## src/rtl/txsw_pkg.sv

```systemverilog
// package for the transmit status write-back block: register indices,
// descriptor word three layout, control bit positions, timing constants
// assumes nothing; every file refers to it as txsw_pkg::name
package txsw_pkg;
  // ==========================================================
  // timing
  localparam int CLK_PERIOD_NS = 10;
  localparam int REFLECT_PERIOD_NS = 100; // 10 MHz counting rate
  localparam int REFLECT_DIV = REFLECT_PERIOD_NS / CLK_PERIOD_NS;
  localparam int RETRY_LIMIT = 16;

  // ==========================================================
  // register index map, reached through the index pointer
  localparam logic [6:0] IDX_CONTROLLER_STATUS = 7'h00;
  localparam logic [6:0] IDX_OPERATING_MODE = 7'h0f;
  localparam logic [6:0] IDX_CURRENT_TX_STATUS = 7'h2a;
  localparam logic [6:0] IDX_PREVIOUS_TX_STATUS = 7'h3e;
  localparam logic [6:0] IDX_TX_STATUS_SCRATCH = 7'h44;
  localparam logic [6:0] IDX_TX_REFLECT = 7'h5e;

  // ==========================================================
  // control and status bits
  localparam int CS_START_BIT = 1; // write one: restart transmission
  localparam int CS_TRANSMITTER_ON_BIT = 4;
  localparam int MODE_RETRY_DISABLE_BIT = 5;

  // ==========================================================
  // descriptor word three fields
  localparam int W3_BUFFER_CHAIN_BIT = 15;
  localparam int W3_UNDERFLOW_BIT = 14;
  localparam int W3_RESERVED_BIT = 13;
  localparam int W3_LATE_COLL_BIT = 12;
  localparam int W3_CARRIER_LOSS_BIT = 11;
  localparam int W3_RETRY_LIMIT_BIT = 10;
  localparam int W3_REFLECT_MSB = 9;
  localparam int REFLECT_W = 10;

  localparam logic [15:0] RESET_HALF = 16'h0000;
  localparam logic [31:0] RESET_WORD = 32'h0000_0000;

  // transmit path events, one-cycle pulses
  typedef struct packed {
    logic frame_start;
    logic attempt_fail;
    logic late_collision;
    logic carrier_loss;
    logic underflow;
    logic buffer_end;
    logic frame_done;
  } txsw_evt_t;

  // descriptor ring view, levels
  typedef struct packed {
    logic cur_end_of_packet;
    logic next_owned;
    logic next_status_fetched;
  } txsw_ring_t;

  typedef enum logic [1:0] {ST_IDLE, ST_SEND, ST_WRITEBACK, ST_HALT} txsw_state_t;
endpackage

```

## src/rtl/txsw_core.sv

```systemverilog
// transmit status write-back: builds descriptor word three, turns the
// transmitter off on fatal errors, and serves the indexed register map
// assumes transmit path events are synchronous one-cycle pulses on mclk
//
// How it works
// - chain error when next buffer unowned or underflow before next status fetch.
// - chain error clears the transmitter-on status bit.
// - every chain error also reports an underflow for that frame.
// - fifo emptied early sets underflow bit 14 and truncates the frame.
// - underflow clears the transmitter-on status bit.
// - reserved bit 13 of word three is always written as zero.
// - with retry disable set, one failed attempt sets retry limit.
// - 10 MHz counter from start to collision or carrier loss, bits 9:0.
// - registers chosen by index, then accessed through the data port.
// - reflection count readable in the 16-bit register at index 94.
// - current status and byte count held at indices 42-43.
// - previous status and byte count held at indices 62-63.
// - scratch register at 68-69 assembles status before write-back.
// - chain error when no end-of-packet and next buffer not owned.
// - with retries enabled, retry limit after 16 failed attempts.
`timescale 1ns/10ps
module txsw_core #(
  parameter int RETRIES = txsw_pkg::RETRY_LIMIT
) (
  input wire logic mclk,
  input wire logic rst,
  input wire logic index_wr,
  input wire logic data_wr,
  input wire logic data_rd,
  input wire logic [15:0] wr_data,
  output logic [15:0] rd_data,
  input wire txsw_pkg::txsw_evt_t evt,
  input wire txsw_pkg::txsw_ring_t ring,
  input wire logic [31:0] desc_status_count,
  output logic wb_valid,
  output logic [15:0] wb_word_three,
  output logic transmitter_on,
  output logic fetch_enable,
  output logic truncate
);
  // ==========================================================
  // register port decode
  logic [6:0] index_q;
  logic [15:0] mode_q;
  logic [31:0] cur_q;
  logic [31:0] prev_q;
  logic [31:0] scratch_q;
  logic [txsw_pkg::REFLECT_W-1:0] reflect;
  txsw_pkg::txsw_state_t state_q;
  logic [4:0] attempts_q;
  logic start_req;
  logic retry_disable;
  logic chain_err;
  logic fatal;

  // true when idx selects the word at base or its upper half
  function automatic logic hit32(input logic [6:0] idx, input logic [6:0] base);
    hit32 = (idx == base) || (idx == base + 7'h01);
  endfunction

  // write one half of a 32-bit register picked by the index low bit
  function automatic logic [31:0] put_half(input logic [31:0] old, input logic [6:0] idx,
                                           input logic [15:0] d);
    put_half = idx[0] ? {d, old[15:0]} : {old[31:16], d};
  endfunction

  function automatic logic [15:0] get_half(input logic [31:0] r, input logic [6:0] idx);
    get_half = idx[0] ? r[31:16] : r[15:0];
  endfunction

  assign start_req = data_wr && (index_q == txsw_pkg::IDX_CONTROLLER_STATUS)
                     && wr_data[txsw_pkg::CS_START_BIT];
  assign retry_disable = mode_q[txsw_pkg::MODE_RETRY_DISABLE_BIT];

  // index pointer, then data port access
  always_ff @(posedge mclk or posedge rst) begin
    if (rst) begin
      index_q <= 7'h00;
    end else if (index_wr) begin
      index_q <= wr_data[6:0];
    end
  end

  // mode register
  always_ff @(posedge mclk or posedge rst) begin
    if (rst) begin
      mode_q <= txsw_pkg::RESET_HALF;
    end else if (data_wr && index_q == txsw_pkg::IDX_OPERATING_MODE) begin
      mode_q <= wr_data;
    end
  end

  // read data is registered; unmapped indices read as zero
  always_ff @(posedge mclk or posedge rst) begin
    if (rst) begin
      rd_data <= txsw_pkg::RESET_HALF;
    end else if (data_rd) begin
      if (index_q == txsw_pkg::IDX_CONTROLLER_STATUS) begin
        rd_data <= 16'(transmitter_on) << txsw_pkg::CS_TRANSMITTER_ON_BIT;
      end else if (index_q == txsw_pkg::IDX_OPERATING_MODE) begin
        rd_data <= mode_q;
      end else if (hit32(index_q, txsw_pkg::IDX_CURRENT_TX_STATUS)) begin
        rd_data <= get_half(cur_q, index_q);
      end else if (hit32(index_q, txsw_pkg::IDX_PREVIOUS_TX_STATUS)) begin
        rd_data <= get_half(prev_q, index_q);
      end else if (hit32(index_q, txsw_pkg::IDX_TX_STATUS_SCRATCH)) begin
        rd_data <= get_half(scratch_q, index_q);
      end else if (index_q == txsw_pkg::IDX_TX_REFLECT) begin
        rd_data <= 16'(reflect);
      end else begin
        rd_data <= txsw_pkg::RESET_HALF;
      end
    end
  end

  // ==========================================================
  // descriptor status and byte count registers
  // hardware loads win over a software write in the same cycle
  always_ff @(posedge mclk or posedge rst) begin
    if (rst) begin
      cur_q <= txsw_pkg::RESET_WORD;
    end else if (state_q == txsw_pkg::ST_IDLE && transmitter_on && evt.frame_start) begin
      cur_q <= desc_status_count;
    end else if (data_wr && hit32(index_q, txsw_pkg::IDX_CURRENT_TX_STATUS)) begin
      cur_q <= put_half(cur_q, index_q, wr_data);
    end
  end

  // previous descriptor keeps the value current held before the load
  always_ff @(posedge mclk or posedge rst) begin
    if (rst) begin
      prev_q <= txsw_pkg::RESET_WORD;
    end else if (state_q == txsw_pkg::ST_IDLE && transmitter_on && evt.frame_start) begin
      prev_q <= cur_q;
    end else if (data_wr && hit32(index_q, txsw_pkg::IDX_PREVIOUS_TX_STATUS)) begin
      prev_q <= put_half(prev_q, index_q, wr_data);
    end
  end

  // ==========================================================
  // error detection while sending
  // chain error: end of buffer without end-of-packet and next not owned,
  // or underflow before the next status byte was fetched
  assign chain_err = (state_q == txsw_pkg::ST_SEND) &&
                     ((evt.buffer_end && !ring.cur_end_of_packet && !ring.next_owned) ||
                      (evt.underflow && !ring.cur_end_of_packet &&
                       !ring.next_status_fetched));
  assign fatal = chain_err || ((state_q == txsw_pkg::ST_SEND) && evt.underflow);

  // the output is cut short on any fatal error
  assign truncate = fatal;

  // attempt counter for collision retries
  always_ff @(posedge mclk or posedge rst) begin
    if (rst) begin
      attempts_q <= 5'h00;
    end else if (state_q == txsw_pkg::ST_IDLE) begin
      attempts_q <= 5'h00;
    end else if (state_q == txsw_pkg::ST_SEND && evt.attempt_fail) begin
      attempts_q <= attempts_q + 5'h01;
    end
  end

  // scratch assembles word three; only a software write sets the reserved bit
  always_ff @(posedge mclk or posedge rst) begin
    if (rst) begin
      scratch_q <= txsw_pkg::RESET_WORD;
    end else if (state_q == txsw_pkg::ST_IDLE && transmitter_on && evt.frame_start) begin
      scratch_q <= txsw_pkg::RESET_WORD;
    end else if (state_q == txsw_pkg::ST_SEND) begin
      if (chain_err) begin
        scratch_q[txsw_pkg::W3_BUFFER_CHAIN_BIT] <= 1'b1;
        scratch_q[txsw_pkg::W3_UNDERFLOW_BIT] <= 1'b1;
      end
      if (evt.underflow) begin
        scratch_q[txsw_pkg::W3_UNDERFLOW_BIT] <= 1'b1;
      end
      if (evt.late_collision) begin
        scratch_q[txsw_pkg::W3_LATE_COLL_BIT] <= 1'b1;
      end
      if (evt.carrier_loss) begin
        scratch_q[txsw_pkg::W3_CARRIER_LOSS_BIT] <= 1'b1;
      end
      if (evt.attempt_fail && (retry_disable || attempts_q == 5'(RETRIES - 1))) begin
        scratch_q[txsw_pkg::W3_RETRY_LIMIT_BIT] <= 1'b1;
      end
    end else if (data_wr && hit32(index_q, txsw_pkg::IDX_TX_STATUS_SCRATCH)) begin
      scratch_q <= put_half(scratch_q, index_q, wr_data);
    end
  end

  // ==========================================================
  // frame sequencing
  always_ff @(posedge mclk or posedge rst) begin
    if (rst) begin
      state_q <= txsw_pkg::ST_IDLE;
    end else begin
      unique case (state_q)
        txsw_pkg::ST_IDLE: begin
          if (transmitter_on && evt.frame_start) begin
            state_q <= txsw_pkg::ST_SEND;
          end
        end
        txsw_pkg::ST_SEND: begin
          if (fatal || evt.late_collision || evt.frame_done ||
              (evt.attempt_fail && (retry_disable || attempts_q == 5'(RETRIES - 1)))) begin
            state_q <= txsw_pkg::ST_WRITEBACK;
          end
        end
        txsw_pkg::ST_WRITEBACK: begin
          state_q <= transmitter_on ? txsw_pkg::ST_IDLE : txsw_pkg::ST_HALT;
        end
        txsw_pkg::ST_HALT: begin
          if (transmitter_on) begin
            state_q <= txsw_pkg::ST_IDLE;
          end
        end
      endcase
    end
  end

  // transmitter on: cleared by fatal errors, set by a software restart;
  // the restart wins so a write racing the error is not lost
  always_ff @(posedge mclk or posedge rst) begin
    if (rst) begin
      transmitter_on <= 1'b0;
    end else if (start_req) begin
      transmitter_on <= 1'b1;
    end else if (fatal) begin
      transmitter_on <= 1'b0;
    end
  end

  assign fetch_enable = transmitter_on && (state_q == txsw_pkg::ST_IDLE);

  // write-back of word three, reflection count merged in at the end
  always_ff @(posedge mclk or posedge rst) begin
    if (rst) begin
      wb_valid <= 1'b0;
      wb_word_three <= txsw_pkg::RESET_HALF;
    end else begin
      wb_valid <= (state_q == txsw_pkg::ST_WRITEBACK);
      if (state_q == txsw_pkg::ST_WRITEBACK) begin
        wb_word_three <= {scratch_q[15:txsw_pkg::W3_RESERVED_BIT+1], 1'b0,
                          scratch_q[txsw_pkg::W3_RESERVED_BIT-1:txsw_pkg::W3_REFLECT_MSB+1],
                          reflect};
      end
    end
  end

  // ==========================================================
  // reflection counter
  txsw_reflect_ctr #(.DIV(txsw_pkg::REFLECT_DIV), .W(txsw_pkg::REFLECT_W)) u_reflect (
    .mclk(mclk),
    .rst(rst),
    .start(state_q == txsw_pkg::ST_IDLE && transmitter_on && evt.frame_start),
    .stop(evt.attempt_fail || evt.late_collision || evt.carrier_loss),
    .count(reflect)
  );
endmodule

```

## src/rtl/txsw_reflect_ctr.sv

```systemverilog
// cable reflection counter: counts at the slow reflect rate from the
// start of a transmission until a collision or loss of carrier
// assumes start and stop are single-cycle pulses on mclk
`timescale 1ns/10ps
module txsw_reflect_ctr #(
  parameter int DIV = txsw_pkg::REFLECT_DIV,
  parameter int W = txsw_pkg::REFLECT_W
) (
  input wire logic mclk,
  input wire logic rst,
  input wire logic start,
  input wire logic stop,
  output logic [W-1:0] count
);
  // ==========================================================
  // prescaler and counter
  logic [7:0] pre_q;
  logic run_q;
  logic tick;
  assign tick = run_q && (pre_q == 8'(DIV - 1));

  // run from start until the first stop event
  always_ff @(posedge mclk or posedge rst) begin
    if (rst) begin
      run_q <= 1'b0;
    end else if (start) begin
      run_q <= 1'b1;
    end else if (stop) begin
      run_q <= 1'b0;
    end
  end

  // divide the system clock down to the counting rate
  always_ff @(posedge mclk or posedge rst) begin
    if (rst) begin
      pre_q <= 8'h00;
    end else if (start || tick) begin
      pre_q <= 8'h00;
    end else if (run_q) begin
      pre_q <= pre_q + 8'h01;
    end
  end

  // count saturates rather than wraps: a wrapped value would lie
  always_ff @(posedge mclk or posedge rst) begin
    if (rst) begin
      count <= '0;
    end else if (start) begin
      count <= '0;
    end else if (tick && !stop && (count != '1)) begin
      count <= count + W'(1);
    end
  end
endmodule

```

## config.mk

```make
export PLATFORM = sky130hd
export DESIGN_NAME = txsw_core
export DESIGN_NICKNAME = d
export VERILOG_FILES = /design/src/rtl/txsw_pkg.sv /design/src/rtl/txsw_core.sv /design/src/rtl/txsw_reflect_ctr.sv
export SDC_FILE = /design/constraint.sdc
export NUM_CORES = 1
export LEC_CHECK = 0
export ABC_CLOCK_PERIOD_IN_PS = 6970
export BUFFER_PORTS_ARGS = -buffer_cell sky130_fd_sc_hd__buf_4
export CORE_AREA = 2 2 166 168
export CTS_BUF_LIST = sky130_fd_sc_hd__clkbuf_4
export DETAILED_ROUTE_END_ITERATION = 8
export DIE_AREA = 0 0 168 170
export GPL_TIMING_DRIVEN = 0
export PLACE_DENSITY_LB_ADDON = 0.2
export SLEW_MARGIN = 20
export SYNTH_ARGS = -nofsm -noshare
export SYNTH_HDL_FRONTEND = slang
export SYNTH_SLANG_ARGS = --single-unit
```

## constraint.sdc

```tcl
create_clock -name mclk -period 6.97 [get_ports mclk]
set_clock_uncertainty 0.05 [all_clocks]
set_input_delay 1.0455 -clock mclk [delete_from_list [all_inputs] [get_ports mclk]]
set_output_delay 1.0455 -clock mclk [all_outputs]
set_load 0.01 [all_outputs]
```

### Word-level counts from Yosys, hierarchy flattened

Cells that the tools add are included.

* register bits after elaboration: 178
* output and inout bits: 36

* add/subtract/negate cells: 3
* multiplexer cells: 41
* equal/unequal tests: 25
* reduce and logical (&&, ||, !) cells: 60

Operator list (count)
* 32-bit two-way mux: 7
* 16-bit two-way mux: 9
* 10-bit two-way mux: 4
* 7-bit by 6-bit == test with 1-bit output (second input constant): 4
* 3-bit AND reduction: 8
* 7-bit == test (second input constant): 3
* 1-bit logical AND: 20
* 2-bit nonzero test: 9
* 8-bit two-way mux: 2
* 1-bit logical OR: 12
* 2-bit two-way mux: 6
* 10-bit by 1-bit adder with 10-bit output (second input constant): 1
* 5-bit two-way mux: 2
* 10-bit != test (second input constant): 1
* 1-bit two-way mux: 9
* 3-bit by 2-bit != test with 1-bit output (second input constant): 3
* 8-bit by 1-bit adder with 8-bit output (second input constant): 1
* 8-bit by 4-bit == test with 1-bit output (second input constant): 1
* 2-bit one-hot mux with 4 select lines: 1
* 2-bit AND reduction: 4
* 7-bit by 4-bit == test with 1-bit output (second input constant): 1
* 7-bit logical NOT: 1
* 2-bit by 1-bit != test with 1-bit output (second input constant): 3
* 3-bit by 1-bit != test with 1-bit output (second input constant): 2
* 10 further kinds: 15

### Longest topological paths before layout

* word-level depth: 11
* mapped depth: 7
* gate-level depth less buffers: 7

### Modules after synthesis

A second synthesis with hierarchy kept.

* cells, all modules: 914
* area total of the unflattened synthesis: 9053.7 µm²

By module, submodules not included
* txsw_core: cells each 807, instances 1, seq. area each 3978.8 µm², area each 8001.4 µm²
* txsw_reflect_ctr: cells each 107, instances 1, seq. area each 475.5 µm², area each 1052.3 µm²

### Worst setup path before layout

OpenSTA, ideal clock, no wires.

* path type: input to output
* start: input evt[1] (netlist name)
* end: output truncate
* setup slack: 4.359 ns
* data arrival time: 1.515 ns
* data required time: 5.874 ns
* buffers on the path: 0
* stages on the path: 3
* cells stage by stage: nor3b_1 > o21ai_0 > inv_1

* longest elaborated chain between the ends: 5

RTL lines
* start: declaration: line txsw_core.sv:32 `input wire txsw_pkg::txsw_evt_t evt,`
* 1-bit logical AND (2 in a row): line txsw_core.sv:145 `((evt.buffer_end && !ring.cur_end_of_packet && !ring.next_owned) ||`
* 1-bit logical OR: line txsw_core.sv:145
* 1-bit logical AND: line txsw_core.sv:144 `assign chain_err = (state_q == txsw_pkg::ST_SEND) &&`
* 1-bit logical OR: line txsw_core.sv:148 `assign fatal = chain_err || ((state_q == txsw_pkg::ST_SEND) && evt.underflow);`
* end: declaration: line txsw_core.sv:39 `output logic truncate`

Every way passes these cells.

### Worst setup path after layout

Ends and elaborated chain as after synthesis.

==> results.cfg <==
[status]
outcome = complete, but fails checks
violated_checks = design-rule violations

[routing]
initialDrtViolationCount = 652
drt_wl_total_um = 29920
final_antenna_net_count = 0
routed-via-count = 7624
vias_per_cell = 5.505
drcViolationCount = 1
detail_route.wirelength.met1_um = 13180
routed-wl-met3_um = 1491
wire_per_inst_um = 21.60
routed.top_layer = met4
met2_wirelength_um = 14430
dr.pass1.iters = 8

[power_and_ir_drop]
power_density_nw_per_um2 = 242.4
psw_w = 0.0008857
finalPower_w = 0.002582
power.sequential.fraction = 0.530
p_comb_frac = 0.237
power_frac_clock = 0.234
total_leakage_power_nw = 4.862
irDropWorstVdd_uv = 82.05
internal_power_w = 0.001696
p_sw_frac = 0.3430

[clock_tree]
cts_buffers = 17
cts_max_level = 4
ctsRootBufferMaster = sky130_fd_sc_hd__clkbuf_4
ctsHoldBuffers = 0
clk-insertion-delay-late_ns = 0.60
post_cts_resized = 0
cts.path.max_buffers = 2
cts.sinks = 178
tritoncts_clock_tree = yes
worst_setup_hold_path_clk_slew_ns = 0.15
cts_setup_buffers = 0

[critical_path]
worstSetupEndpoint = truncate
reg2reg_from = index_q[3]
worst-endpoint-arrival_ns = 2.07
logic_depth_of_the_worst_register_to_register_path = 5
worstSetupEndpointType = output port
regToRegEndpoint = rd_data[4]
worstSetupPathType = input pin to output port
timing.critical_path.from = evt[1]
timing.reg2reg.setup_slack_ns = 4.56
start_kind = input pin
largest_fanout_of_any_net_on_the_critical_path = 3
cp.required_ns = 5.87

[placement]
pre_cts_ws_ns = 3.799
place_area_um2 = 10380
placement.io_buffers = 95
detailed_place_hpwl_um = 21800
finalWeightedCongestion = 0.8505

[layout]
flow.area_growth_from_synthesis_pct = 15.79
drive_gt1_frac = 0.2234
final_area_um2 = 10650
nets = 1099
finalCoreUtilization = 0.3997

[sta]
rsz_0062_raised_after_global_routing = false
worst_slack_ns = 3.808
slew_viol_final = 0
max_freq_mhz = 316.3
setup-violations-final = 0
final-hold-violation-count = 0
layout_min_cycle_time_ns = 3.162
worst_hold_margin_ns = 0.4691
max-slew-margin-rel = 0.5267
post-route-period-util = 0.4536
tightest_slew_ns = 0.7100

[grt]
grt_first_pass_wirelength_um = 45960
overflow = 0
track_usage = 0.2137
grt_pass1_vias = 7688
grt_max_degree = 97
grt_antenna_before_repair = 1

[floorplanning]
die-area_um2 = 28560
initial_utilization = 0.3452
io_pins = 99
placeableCoreArea_um2 = 26650
fp.dieW_um = 168
std_cell_rows = 60
die_y_um = 170

[yosys]
number_of_synthesized_flops_with_an_enable_pin = 0
yosys_warning_count = 0
synth.avg_cell_area_um2 = 10.04
postSynthNetCount = 984
yosys_most_used_dff = sky130_fd_sc_hd__dfrtp_1
synth_cells = 916
ys_types = 72
syn_area_um2 = 9200
synth-seq-area-share = 0.4842
flops_latches_synth = 178
postSynth.asyncResetShare = 1.000

[job]
maxCapViolations = 0

[hold_path]
hold_path_class = register to register
## how the worst min path moves through the flow
stage / start / endpoint / slack (ns) / depth (start not counted)
2_1_floorplan: mode_q[10] / mode_q[10] / 0.41 / 1
3_3_place_gp: mode_q[12] / mode_q[12] / 0.43 / 1
3_5_place_dp: mode_q[14] / mode_q[14] / 0.44 / 1
4_1_cts: mode_q[10] / mode_q[10] / 0.47 / 1
5_1_grt: mode_q[11] / mode_q[11] / 0.49 / 1
6_report: mode_q[11] / mode_q[11] / 0.47 / 1
## worst max-delay path: stages
cell	delay, ns
sky130_fd_sc_hd__buf_4	0.11
sky130_fd_sc_hd__nor3b_1	0.13
sky130_fd_sc_hd__o21ai_0	0.45
sky130_fd_sc_hd__inv_1	0.16
sky130_fd_sc_hd__buf_4	0.18
## power by group through the flow
stage	Clock (W)	Combinational, W	Sequential, W
finish	0.000603	0.000611	0.00137
floorplan	0	0.000406	0.00135
CTS	0.000617	0.000615	0.00137
global placement	0	0.000598	0.00138
global route	0.000655	0.000679	0.00140
detailed placement	0	0.000613	0.00139
## sequential cells by signal (all words and copies together) (netlist names)
register and flops:
attempts_q 5, cur_q 32, index_q 7, mode_q 16
prev_q 32, rd_data 16, scratch_q 32, state_q 2
transmitter_on 1, u_reflect.count 10, u_reflect.pre_q 8, u_reflect.run_q 1
wb_valid 1, wb_word_three 15
## placed cells by master, fill, tap and decap left out, types with 4 or more instances in the layout
cell,instances
sky130_fd_sc_hd__a211oi_1,7
sky130_fd_sc_hd__nor3_1,34
sky130_fd_sc_hd__o311ai_0,7
sky130_fd_sc_hd__a31oi_1,45
sky130_fd_sc_hd__nand3_1,17
sky130_fd_sc_hd__buf_6,11
sky130_fd_sc_hd__inv_1,52
sky130_fd_sc_hd__buf_1,4
sky130_fd_sc_hd__mux2_4,10
sky130_fd_sc_hd__mux2_2,35
sky130_fd_sc_hd__o221ai_1,15
sky130_fd_sc_hd__or3_1,4
sky130_fd_sc_hd__o211ai_1,9
sky130_fd_sc_hd__nor2_1,63
sky130_fd_sc_hd__buf_4,96
sky130_fd_sc_hd__o32ai_1,9
sky130_fd_sc_hd__ha_1,5
sky130_fd_sc_hd__o22ai_1,8
sky130_fd_sc_hd__a22o_1,4
sky130_fd_sc_hd__mux2i_1,71
sky130_fd_sc_hd__inv_8,4
sky130_fd_sc_hd__mux2_1,6
sky130_fd_sc_hd__nand2_1,122
sky130_fd_sc_hd__inv_6,4
sky130_fd_sc_hd__a22oi_1,21
sky130_fd_sc_hd__o21ai_0,31
sky130_fd_sc_hd__a21oi_1,18
sky130_fd_sc_hd__clkbuf_4,17
sky130_fd_sc_hd__o311ai_1,4
sky130_fd_sc_hd__nand2b_1,6
sky130_fd_sc_hd__xnor2_1,4
sky130_fd_sc_hd__dfrtp_1,178
sky130_fd_sc_hd__nand4_1,6
sky130_fd_sc_hd__clkbuf_1,20
sky130_fd_sc_hd__buf_2,33
## cell families (layout without fill, tap and decap cells)
family                     Yosys count  in the layout  share of synthesized area
AOI/OAI and AO/OA                  193            193                     0.1465
and+or+nand+nor                    287            287                     0.1465
buffers and inverters              123            250                    0.06528
muxes                              122            122                     0.1437
xor gates and xnor gates             7              7                   0.006664
other                                1              2                  0.0004076
adders and majority gates            5              5                   0.006800
DFF                                178            178                     0.4842
## cell type report
cell class | instances | area [µm²]
Inverter | 53 | 206.4
Antenna cell | 1 | 2.502
Sequential cell | 178 | 4454
Timing Repair Buffer | 96 | 740.7
Buffer | 70 | 401.6
Clock buffer | 17 | 127.6
Clock inverter | 14 | 147.6
Multi-Input combinational cell | 615 | 4145
Fill cell | 2671 | 16000
Tap cell | 341 | 426.7
## per-layer routing
layer | global-route usage | vias to the layer above
li1 | - | 3526
met4 | 0.08015 | 0
met3 | 0.03744 | 53
met1 | 0.2831 | 3800
met2 | 0.3509 | 245
met5 | 0 | -
## cell usage after synthesis, types with 5 or more instances
cell type / instances / area, µm²
sky130_fd_sc_hd__dfrtp_1: 178 / 4454
sky130_fd_sc_hd__nand2_1: 122 / 457.9
sky130_fd_sc_hd__mux2i_1: 71 / 710.7
sky130_fd_sc_hd__nor2_1: 63 / 236.5
sky130_fd_sc_hd__inv_1: 53 / 198.9
sky130_fd_sc_hd__a31oi_1: 45 / 281.5
sky130_fd_sc_hd__mux2_2: 35 / 394.1
sky130_fd_sc_hd__nor3_1: 34 / 170.2
sky130_fd_sc_hd__buf_2: 33 / 165.2
sky130_fd_sc_hd__o21ai_0: 31 / 155.2
sky130_fd_sc_hd__a22oi_1: 21 / 157.7
sky130_fd_sc_hd__clkbuf_1: 20 / 75.07
sky130_fd_sc_hd__a21oi_1: 18 / 90.09
sky130_fd_sc_hd__nand3_1: 17 / 85.08
sky130_fd_sc_hd__o221ai_1: 15 / 131.4
sky130_fd_sc_hd__buf_6: 11 / 123.9
sky130_fd_sc_hd__mux2_4: 10 / 150.1
sky130_fd_sc_hd__o211ai_1: 9 / 67.56
sky130_fd_sc_hd__o32ai_1: 9 / 78.83
sky130_fd_sc_hd__o22ai_1: 8 / 50.05
sky130_fd_sc_hd__a211oi_1: 7 / 52.55
sky130_fd_sc_hd__o311ai_0: 7 / 61.31
sky130_fd_sc_hd__mux2_1: 6 / 67.56
sky130_fd_sc_hd__nand2b_1: 6 / 37.54
sky130_fd_sc_hd__nand4_1: 6 / 37.54
sky130_fd_sc_hd__ha_1: 5 / 62.56
## stage by stage
stage	cells	TNS [ns]
after CTS	1384	0
after detailed placement	1353	0
after global routing	1385	0
after global placement	1352	-248.59
final	1385	0
after floorplan	916	0
Note: power is estimated with default switching activity, not from simulation.
